## src/rtl/sas_pkg.sv

```systemverilog
// Constants, types and decode function for the sleep and subtract execution block
package sas_pkg;

  // Register byte offsets on the bus
  localparam logic [7:0] SAS_OFF_INSTR = 8'h00;
  localparam logic [7:0] SAS_OFF_ACC = 8'h04;
  localparam logic [7:0] SAS_OFF_STATUS = 8'h08;
  localparam logic [7:0] SAS_OFF_FADDR = 8'h0C;
  localparam logic [7:0] SAS_OFF_FDATA = 8'h10;
  localparam logic [7:0] SAS_OFF_WDOG = 8'h14;

  // Status register bit positions
  localparam int SAS_BIT_CARRY = 0;
  localparam int SAS_BIT_HALF = 1;
  localparam int SAS_BIT_ZERO = 2;
  localparam int SAS_BIT_EXPIRY = 3;
  localparam int SAS_BIT_PDOWN = 4;
  localparam int SAS_BIT_SLEEP = 5;
  localparam int SAS_BIT_WAKE = 7;

  // Values after reset
  localparam logic [7:0] SAS_ACC_RST = 8'h00;
  localparam logic SAS_PDOWN_RST = 1'b1;
  localparam logic SAS_EXPIRY_RST = 1'b1;
  localparam logic [7:0] SAS_WDOG_CLR = 8'h00;
  localparam logic [7:0] SAS_PRESC_CLR = 8'h00;

  // Widths and depth
  localparam int SAS_INSTR_W = 14;
  localparam int SAS_FILE_DEPTH = 128;
  localparam int SAS_WDOG_W = 8;
  localparam int SAS_PRESC_W = 8;

  // Instruction encodings
  localparam logic [13:0] SAS_ENC_SLEEP = 14'h0063;
  localparam logic [4:0] SAS_ENC_LIT = 5'h1E;
  localparam logic [5:0] SAS_ENC_FILE = 6'h02;

  typedef enum {SAS_OP_NONE, SAS_OP_SLEEP, SAS_OP_LIT, SAS_OP_FILE} sas_op_t;

  // Classify a program word
  function automatic sas_op_t sas_decode(input logic [13:0] word);
    sas_op_t op;
    op = SAS_OP_NONE;
    if (word == SAS_ENC_SLEEP) begin
      op = SAS_OP_SLEEP;
    end else if (word[13:9] == SAS_ENC_LIT) begin
      op = SAS_OP_LIT;
    end else if (word[13:8] == SAS_ENC_FILE) begin
      op = SAS_OP_FILE;
    end
    return op;
  endfunction : sas_decode

endpackage : sas_pkg

```

## src/rtl/sas_core.sv

```systemverilog
// AHB-Lite slave executing the sleep and two subtract instructions
`timescale 1ns/10ps
module sas_core
  import sas_pkg::*;
(
  input wire logic hclk,
  input wire logic hresetn,
  input wire logic hsel,
  input wire logic [31:0] haddr,
  input wire logic [1:0] htrans,
  input wire logic hwrite,
  input wire logic [2:0] hsize,
  input wire logic [31:0] hwdata,
  input wire logic hready,
  output logic hreadyout,
  output logic [31:0] hrdata,
  output logic hresp,
  output logic osc_run,
  output logic sleep_mode
);

  // Architectural state
  logic [7:0] acc_r;
  logic carry_r;
  logic half_carry_r;
  logic zero_r;
  logic power_down_flag_r;
  logic watchdog_expiry_flag_r;
  logic [6:0] faddr_r;
  logic [13:0] instr_r;
  logic [7:0] file_r [SAS_FILE_DEPTH];

  // Bus state
  logic wr_pend_r;
  logic rd_wait_r;
  logic [7:0] addr_r;
  logic [31:0] hrdata_nxt;

  // Execution signals
  logic take;
  logic exec_go;
  logic [13:0] word;
  sas_op_t op;
  logic [6:0] f_idx;
  logic dest_file;
  logic [7:0] alu_a;
  logic [7:0] alu_res;
  logic alu_c;
  logic alu_dc;
  logic alu_z;
  logic is_sleep;
  logic is_lit;
  logic is_file;
  logic is_sub;

  // Watchdog signals
  logic [7:0] watchdog_counter;
  logic [7:0] wdog_presc;
  logic wdog_ovf;

  // Address phase is taken only when the bus is ready
  assign take = hsel && htrans[1] && hready;

  // hsize is not decoded: only word transfers are supported
  always_ff @(posedge hclk or negedge hresetn) begin
    if (!hresetn) begin
      wr_pend_r <= 1'b0;
      addr_r <= 8'h00;
    end else if (hready) begin
      wr_pend_r <= take && hwrite;
      if (take) begin
        addr_r <= haddr[7:0];
      end
    end
  end

  // Reads take one wait state so a write just before them has landed
  always_ff @(posedge hclk or negedge hresetn) begin
    if (!hresetn) begin
      hreadyout <= 1'b1;
      rd_wait_r <= 1'b0;
    end else begin
      rd_wait_r <= take && !hwrite;
      hreadyout <= !(take && !hwrite);
    end
  end

  // Read multiplexer; unmapped offsets read as zero
  always_comb begin
    hrdata_nxt = 32'h0000_0000;
    case (addr_r)
      SAS_OFF_INSTR: hrdata_nxt[13:0] = instr_r;
      SAS_OFF_ACC: hrdata_nxt[7:0] = acc_r;
      SAS_OFF_STATUS: begin
        hrdata_nxt[SAS_BIT_CARRY] = carry_r;
        hrdata_nxt[SAS_BIT_HALF] = half_carry_r;
        hrdata_nxt[SAS_BIT_ZERO] = zero_r;
        hrdata_nxt[SAS_BIT_EXPIRY] = watchdog_expiry_flag_r;
        hrdata_nxt[SAS_BIT_PDOWN] = power_down_flag_r;
        hrdata_nxt[SAS_BIT_SLEEP] = sleep_mode;
      end
      SAS_OFF_FADDR: hrdata_nxt[6:0] = faddr_r;
      SAS_OFF_FDATA: hrdata_nxt[7:0] = file_r[faddr_r];
      SAS_OFF_WDOG: hrdata_nxt[15:0] = {wdog_presc, watchdog_counter};
      default: hrdata_nxt = 32'h0000_0000;
    endcase
  end

  always_ff @(posedge hclk or negedge hresetn) begin
    if (!hresetn) begin
      hrdata <= 32'h0000_0000;
    end else if (rd_wait_r) begin
      hrdata <= hrdata_nxt;
    end
  end

  // Response is always OKAY
  always_ff @(posedge hclk or negedge hresetn) begin
    if (!hresetn) begin
      hresp <= 1'b0;
    end else begin
      hresp <= 1'b0;
    end
  end

  // A write to the instruction offset executes in that same data phase
  assign word = hwdata[13:0];
  // Running in the write data phase needs no wait state and no pipeline
  assign exec_go = wr_pend_r && (addr_r == SAS_OFF_INSTR) && !sleep_mode;
  assign op = sas_decode(word);
  assign is_sleep = exec_go && (op == SAS_OP_SLEEP);
  assign is_lit = exec_go && (op == SAS_OP_LIT);
  assign is_file = exec_go && (op == SAS_OP_FILE);
  assign is_sub = is_lit || is_file;
  assign f_idx = word[6:0];
  assign dest_file = word[7];

  // Minuend is the literal or the addressed file register
  assign alu_a = (op == SAS_OP_LIT) ? word[7:0] : file_r[f_idx];

  sas_alu u_alu (
    .minuend(alu_a),
    .subtrahend(acc_r),
    .diff(alu_res),
    .carry(alu_c),
    .half_carry(alu_dc),
    .zero(alu_z)
  );

  sas_wdt u_wdt (
    .hclk(hclk),
    .hresetn(hresetn),
    .clr(is_sleep),
    .count(watchdog_counter),
    .presc(wdog_presc),
    .ovf(wdog_ovf)
  );

  // Last executed word, for software visibility
  always_ff @(posedge hclk or negedge hresetn) begin
    if (!hresetn) begin
      instr_r <= 14'h0000;
    end else if (exec_go) begin
      instr_r <= word;
    end
  end

  // Accumulator: literal result always, file result when destination is 0
  always_ff @(posedge hclk or negedge hresetn) begin
    if (!hresetn) begin
      acc_r <= SAS_ACC_RST;
    end else if (is_lit) begin
      acc_r <= alu_res;
    end else if (is_file && !dest_file) begin
      acc_r <= alu_res;
    end else if (wr_pend_r && addr_r == SAS_OFF_ACC) begin
      acc_r <= hwdata[7:0];
    end
  end

  // File register array has no reset, like ordinary data memory
  always_ff @(posedge hclk) begin
    if (is_file && dest_file) begin
      file_r[f_idx] <= alu_res;
    end else if (wr_pend_r && addr_r == SAS_OFF_FDATA) begin
      file_r[faddr_r] <= hwdata[7:0];
    end
  end

  always_ff @(posedge hclk or negedge hresetn) begin
    if (!hresetn) begin
      faddr_r <= 7'h00;
    end else if (wr_pend_r && addr_r == SAS_OFF_FADDR) begin
      faddr_r <= hwdata[6:0];
    end
  end

  // Arithmetic flags: sleep leaves them alone
  always_ff @(posedge hclk or negedge hresetn) begin
    if (!hresetn) begin
      carry_r <= 1'b0;
      half_carry_r <= 1'b0;
      zero_r <= 1'b0;
    end else if (is_sub) begin
      carry_r <= alu_c;
      half_carry_r <= alu_dc;
      zero_r <= alu_z;
    end else if (wr_pend_r && addr_r == SAS_OFF_STATUS) begin
      carry_r <= hwdata[SAS_BIT_CARRY];
      half_carry_r <= hwdata[SAS_BIT_HALF];
      zero_r <= hwdata[SAS_BIT_ZERO];
    end
  end

  // Power-down flag is read-only to software
  always_ff @(posedge hclk or negedge hresetn) begin
    if (!hresetn) begin
      power_down_flag_r <= SAS_PDOWN_RST;
    end else if (is_sleep) begin
      power_down_flag_r <= 1'b0;
    end
  end

  // Sleep's set wins over a watchdog overflow in the same cycle
  always_ff @(posedge hclk or negedge hresetn) begin
    if (!hresetn) begin
      watchdog_expiry_flag_r <= SAS_EXPIRY_RST;
    end else if (is_sleep) begin
      watchdog_expiry_flag_r <= 1'b1;
    end else if (wdog_ovf) begin
      watchdog_expiry_flag_r <= 1'b0;
    end
  end

  // Sleep stops the oscillator; overflow or software wake restarts it
  always_ff @(posedge hclk or negedge hresetn) begin
    if (!hresetn) begin
      sleep_mode <= 1'b0;
      osc_run <= 1'b1;
    end else if (is_sleep) begin
      sleep_mode <= 1'b1;
      osc_run <= 1'b0;
    end else if (sleep_mode && (wdog_ovf ||
        (wr_pend_r && addr_r == SAS_OFF_STATUS && hwdata[SAS_BIT_WAKE]))) begin
      sleep_mode <= 1'b0;
      osc_run <= 1'b1;
    end
  end
endmodule : sas_core

```

## src/rtl/sas_alu.sv

```systemverilog
// Eight-bit subtractor with inverted-borrow carry, half-carry and zero
`timescale 1ns/10ps
module sas_alu
  import sas_pkg::*;
(
  input wire logic [7:0] minuend,
  input wire logic [7:0] subtrahend,
  output logic [7:0] diff,
  output logic carry,
  output logic half_carry,
  output logic zero
);

  logic [8:0] full;
  logic [4:0] low;

  // Add the complement plus one so the ninth bit is the inverted borrow
  always_comb begin
    full = {1'b0, minuend} + {1'b0, ~subtrahend} + 9'h001;
    low = {1'b0, minuend[3:0]} + {1'b0, ~subtrahend[3:0]} + 5'h01;
    diff = full[7:0];
    carry = full[8];
    half_carry = low[4];
    zero = (full[7:0] == 8'h00);
  end

endmodule : sas_alu

```

## src/rtl/sas_wdt.sv

```systemverilog
// Watchdog prescaler and counter with synchronous clear
`timescale 1ns/10ps
module sas_wdt
  import sas_pkg::*;
(
  input wire logic hclk,
  input wire logic hresetn,
  input wire logic clr,
  output logic [SAS_WDOG_W-1:0] count,
  output logic [SAS_PRESC_W-1:0] presc,
  output logic ovf
);

  logic tick;

  // Prescaler overflow is the one-cycle enable of the counter
  assign tick = (presc == {SAS_PRESC_W{1'b1}});

  always_ff @(posedge hclk or negedge hresetn) begin
    if (!hresetn) begin
      presc <= SAS_PRESC_CLR;
    end else if (clr) begin
      presc <= SAS_PRESC_CLR;
    end else begin
      presc <= presc + 8'h01;
    end
  end

  always_ff @(posedge hclk or negedge hresetn) begin
    if (!hresetn) begin
      count <= SAS_WDOG_CLR;
    end else if (clr) begin
      count <= SAS_WDOG_CLR;
    end else if (tick) begin
      count <= count + 8'h01;
    end
  end

  // Overflow pulse, one cycle, when the counter wraps
  always_ff @(posedge hclk or negedge hresetn) begin
    if (!hresetn) begin
      ovf <= 1'b0;
    end else begin
      ovf <= !clr && tick && (count == {SAS_WDOG_W{1'b1}});
    end
  end

endmodule : sas_wdt

```

## config.mk

```make
export PLATFORM = sky130hd
export DESIGN_NAME = sas_core
export DESIGN_NICKNAME = d
export VERILOG_FILES = /design/src/rtl/sas_pkg.sv /design/src/rtl/sas_core.sv /design/src/rtl/sas_alu.sv /design/src/rtl/sas_wdt.sv
export SDC_FILE = /design/constraint.sdc
export NUM_CORES = 2
export LEC_CHECK = 0
export BUFFER_PORTS_ARGS = -buffer_cell sky130_fd_sc_hd__buf_2
export CAP_MARGIN = 20
export CORE_ASPECT_RATIO = 0.75
export CORE_MARGIN = 10
export CORE_UTILIZATION = 45
export CTS_CLUSTER_DIAMETER = 50
export DETAILED_ROUTE_END_ITERATION = 10
export GPL_TIMING_DRIVEN = 0
export PLACE_DENSITY = 0.62
export SYNTH_ARGS = -nofsm -noshare
export SYNTH_HDL_FRONTEND = slang
export SYNTH_SLANG_ARGS = --single-unit
```

## constraint.sdc

```tcl
create_clock -name hclk -period 19.1 [get_ports hclk]
set_input_delay 5.73 -clock hclk [delete_from_list [all_inputs] [get_ports hclk]]
set_output_delay 5.73 -clock hclk [all_outputs]
set_load 0.05 [all_outputs]
```

==> results.sh <==
export IMPL_outcome="complete, no violations"
export IMPL_place_ws_ps=5650
export IMPL_ys_flop_type="edfxtp_1"
export IMPL_cts_htree_levels=3
export IMPL_ys_ff_latch=1104
export IMPL_grt_pass1_vias=33800
export IMPL_cts_root_buf="clkbuf_16"
export IMPL_worst_slack_ps=5780
export IMPL_reg2reg_slack_ps=12410
export IMPL_syn_to_final_growth_pct=15.2
export IMPL_vias=35959
export IMPL_placed_area_sq_mm=0.0564
export IMPL_hold_viol=0
export IMPL_clk_pin_slew_worst_paths_ps=60
export IMPL_finalSetupViolations=0
export IMPL_path_class="in2reg"
export IMPL_cts_tree="done"
export IMPL_drive_gt1_frac=0.323
export IMPL_place_hpwl_mm=168
export IMPL_tightestPinTransition_ps=1270
export IMPL_fin_nets=3305
export IMPL_worstHoldStart="u_wdt.ovf$_DFF_PN0_"
export IMPL_whs_path_depth=1
export IMPL_cts_buffer_depth=3
export IMPL_grt_max_degree=89
export IMPL_reg2reg_depth=17
export IMPL_crit_path_frequent_cell="buf_2"
export IMPL_async_flop_share=0.0725
export IMPL_dieHeight_microns=316
export IMPL_min_period_over_period=0.698
export IMPL_place_inst=4629
export IMPL_synthCells=2926
export IMPL_yosysUniqueCellTypes=70
export IMPL_leakagePower_nw=19.8
export IMPL_p_per_area_mw_per_mm2=108
export IMPL_rsz0062_at_grt="false"
export IMPL_crit_path_start_kind="input pin"
export IMPL_min_to="watchdog_expiry_flag_r$_DFFE_PN1P_"
export IMPL_cts_sinks=1104
export IMPL_path_max_fanout=72
export IMPL_maxCapViolCount=0
export IMPL_syn_area_per_cell_sq_um=17.9
export IMPL_drt_initial_drc_count=7075
export IMPL_coreArea_sq_mm=0.116
export IMPL_wl_per_cell_microns=47.7
export IMPL_portBuffers=41
export IMPL_synth_compound_area_frac=0.0467
export IMPL_grt_usage=0.348
export IMPL_instances_no_fill=4868
export IMPL_overflow=0
export IMPL_slowest_delay_ps=910
export IMPL_slew_limit_headroom=0.154
export IMPL_period_needed_ps=13320
export IMPL_postRouteAntennaNets=0
export IMPL_skew_ps=40.5
export IMPL_cp_startpoint="hwdata[2]"
export IMPL_multi_input_area_sq_mm=0.0187
export IMPL_dieArea_sq_mm=0.131
export IMPL_synth_adder_area_share=0.00276
export IMPL_post_route_drc_count=0
export IMPL_post_cts_setup_buffer_count=0
export IMPL_regArea_sq_mm=0.0328
export IMPL_drt_wl_total_mm=232
export IMPL_r2r_start="file_r[7][0]$_DFFE_PP_"
export IMPL_die_w_microns=414
export IMPL_antenna_found_initial=18
export IMPL_cp_end_kind="flop"
export IMPL_ys_seq_area_frac=0.624
export IMPL_clkLatencyLatePin_ps=760
export IMPL_synth_top_family_by_area="multiplexers"
export IMPL_worstPathCellList="buf_2 -> buf_2 -> buf_2 -> buf_2 -> buf_2 -> buf_2 -> mux4_2 -> a22oi_1 -> a21oi_1 -> ha_1 -> a21oi_1 -> nand2b_1 -> a21oi_1 -> a211oi_1 -> nand2_1 -> nand2_4 -> buf_16"
export IMPL_fillCellCount=9108
export IMPL_cts_hold_buffers=0
export IMPL_arrival_ps=13840
export IMPL_cts_made_buffers=116
export IMPL_num_rows=108
export IMPL_fmax_mhz=75.1
export IMPL_final_cell_area_sq_mm=0.0605
export IMPL_globalplace_congestion=1.06
export IMPL_worst_ep_required_time_ps=19620
export IMPL_hp_class="reg2reg"
export IMPL_via_per_inst=7.39
export IMPL_firstDrtPassIters=7
export IMPL_cts_resized=0
export IMPL_rr_endpoint="file_r[52][6]$_DFFE_PP_"
export IMPL_synth_area_sq_mm=0.0525
export IMPL_crit_slowest_cell="buf_2"
export IMPL_grt_pass1_wl_mm=306
export IMPL_yosys_area_share_xor_xnor=0.00234
export IMPL_synth_area_mux_share=0.259
export IMPL_slew_violations=0
export IMPL_initial_core_util=0.453
export IMPL_pin_count=110
export IMPL_synthSimpleGateAreaFrac=0.0411
export IMPL_synth_edff_count=1024
export IMPL_fin_tns_setup_ps=0
export IMPL_ir_drop_mv=0.0842
export IMPL_ys_warn_count=0
==> flip-flops by register name, summed over array words and instances (netlist names), 7 cells and up <==
signal,flops
file_r,1024
hrdata,16
instr_r,14
acc_r,8
addr_r,8
u_wdt.count,8
u_wdt.presc,8
faddr_r,7
==> cells in the final DEF, fill, tap and decap left out, types with 27 or more instances in the layout <==
master / synthesis / layout
dfrtp_1: 76 / 76
mux4_2: 516 / 516
nand3_1: 27 / 27
buf_6: 3 / 40
a21oi_1: 64 / 62
clkbuf_16: 0 / 120
a22o_1: 27 / 27
mux2i_1: 141 / 141
nand2_1: 92 / 88
o21ai_0: 49 / 47
mux2_2: 52 / 52
buf_2: 65 / 112
a31oi_1: 34 / 34
clkbuf_1: 101 / 104
edfxtp_1: 1024 / 1024
nor3_1: 33 / 33
nor2_1: 203 / 193
nor2b_1: 27 / 27
o22ai_1: 34 / 34
buf_8: 0 / 40
a22oi_1: 72 / 72
buf_4: 43 / 60
==> critical path: cells and delay by family <==
| kind | cells | cell delay [ps] |
|---|---|---|
| buffers and inverters | 7 | 3790 |
| adders and majority gates | 1 | 450 |
| muxes | 1 | 510 |
| and+or+nand+nor | 3 | 900 |
| AOI/OAI and AO/OA | 5 | 2190 |
==> per-stage QoR <==
step | hold slack [ps] | utilization | power (W)
2_1_floorplan | 400 | - | 0.00360
3_3_place_gp | 410 | 0.472 | 0.00413
3_5_place_dp | 426 | 0.487 | 0.00413
4_1_cts | 437 | 0.521 | 0.00644
5_1_grt | 458 | 0.522 | 0.00662
6_report | 442 | 0.522 | 0.00651
==> where the power goes <==
group	total (W)	internal [W]	switching [W]	leakage, nW
combinational	0.00121	0.000348	0.000864	7.73
clock	0.00236	0.00135	0.00102	1.91
sequential	0.00293	0.00291	0.0000180	10.2
total	0.00651	0.00461	0.00190	19.8
==> logic make-up (layout without fill, tap and decap cells) <==
family / Yosys count / count (layout)
flip-flops: 1104 / 1104
multiplexers: 709 / 709
AND/OR/NAND/NOR: 465 / 465
AO/OA/AOI/OAI: 360 / 360
buffers and inverters: 262 / 638
XOR/XNOR: 14 / 14
adder cells (fa/ha/maj): 11 / 11
other: 1 / 27
==> Yosys cell counts (all sizes together), types with 7 or more instances <==
master / count / area (sq um)
a211oi: 11 / 82.6
a21oi: 64 / 320
a221oi: 19 / 166
a22o: 27 / 236
a22oi: 72 / 541
a31oi: 34 / 213
and2: 11 / 68.8
and3: 7 / 43.8
buf: 133 / 764
clkbuf: 102 / 384
dfrtp: 76 / 1900
edfxtp: 1024 / 30700
ha: 10 / 125
inv: 26 / 97.6
mux2: 52 / 586
mux2i: 141 / 1410
mux4: 516 / 11600
nand2: 92 / 345
nand2b: 20 / 125
nand3: 28 / 153
nand4: 10 / 62.6
nor2: 205 / 788
nor2b: 27 / 169
nor3: 33 / 165
nor4: 11 / 75.1
o211ai: 8 / 60.1
o21ai: 49 / 245
o221ai: 7 / 61.3
o22ai: 34 / 213
xnor2: 7 / 61.3
xor2: 7 / 61.3
==> how the worst max path moves through the flow <==
stage                     cells past startpoint  slack (ps)                       to
final                                        17        5780  file_r[52][6]$_DFFE_PP_
after global routing                         17        6020  file_r[52][6]$_DFFE_PP_
after CTS                                    19        6430  file_r[55][6]$_DFFE_PP_
after detailed placement                     19        5650  file_r[48][6]$_DFFE_PP_
after global placement                       17       -5490  file_r[80][7]$_DFFE_PP_
after floorplan                              16        3860   file_r[0][7]$_DFFE_PP_
==> area by class of cell <==
class                   instances  area share
diodes                         10    0.000414
well taps                    1540      0.0318
multi-input cells            1576       0.308
plain buffers                 236      0.0196
clock buffers                 139      0.0511
clock inverters                77      0.0138
repair buffers                160      0.0318
inverters                      26     0.00161
flip-flops and latches       1104       0.541
==> routing by layer <==
layer  up-vias  GRT usage  routed length, microns
met5         -    0.00288                      94
met4        10      0.168                   13800
met3       627      0.182                   40600
met2      3479      0.472                   93100
met1     18951      0.457                   84700
li1      12892          -                       -
Note: power is estimated with default switching activity, not from simulation.
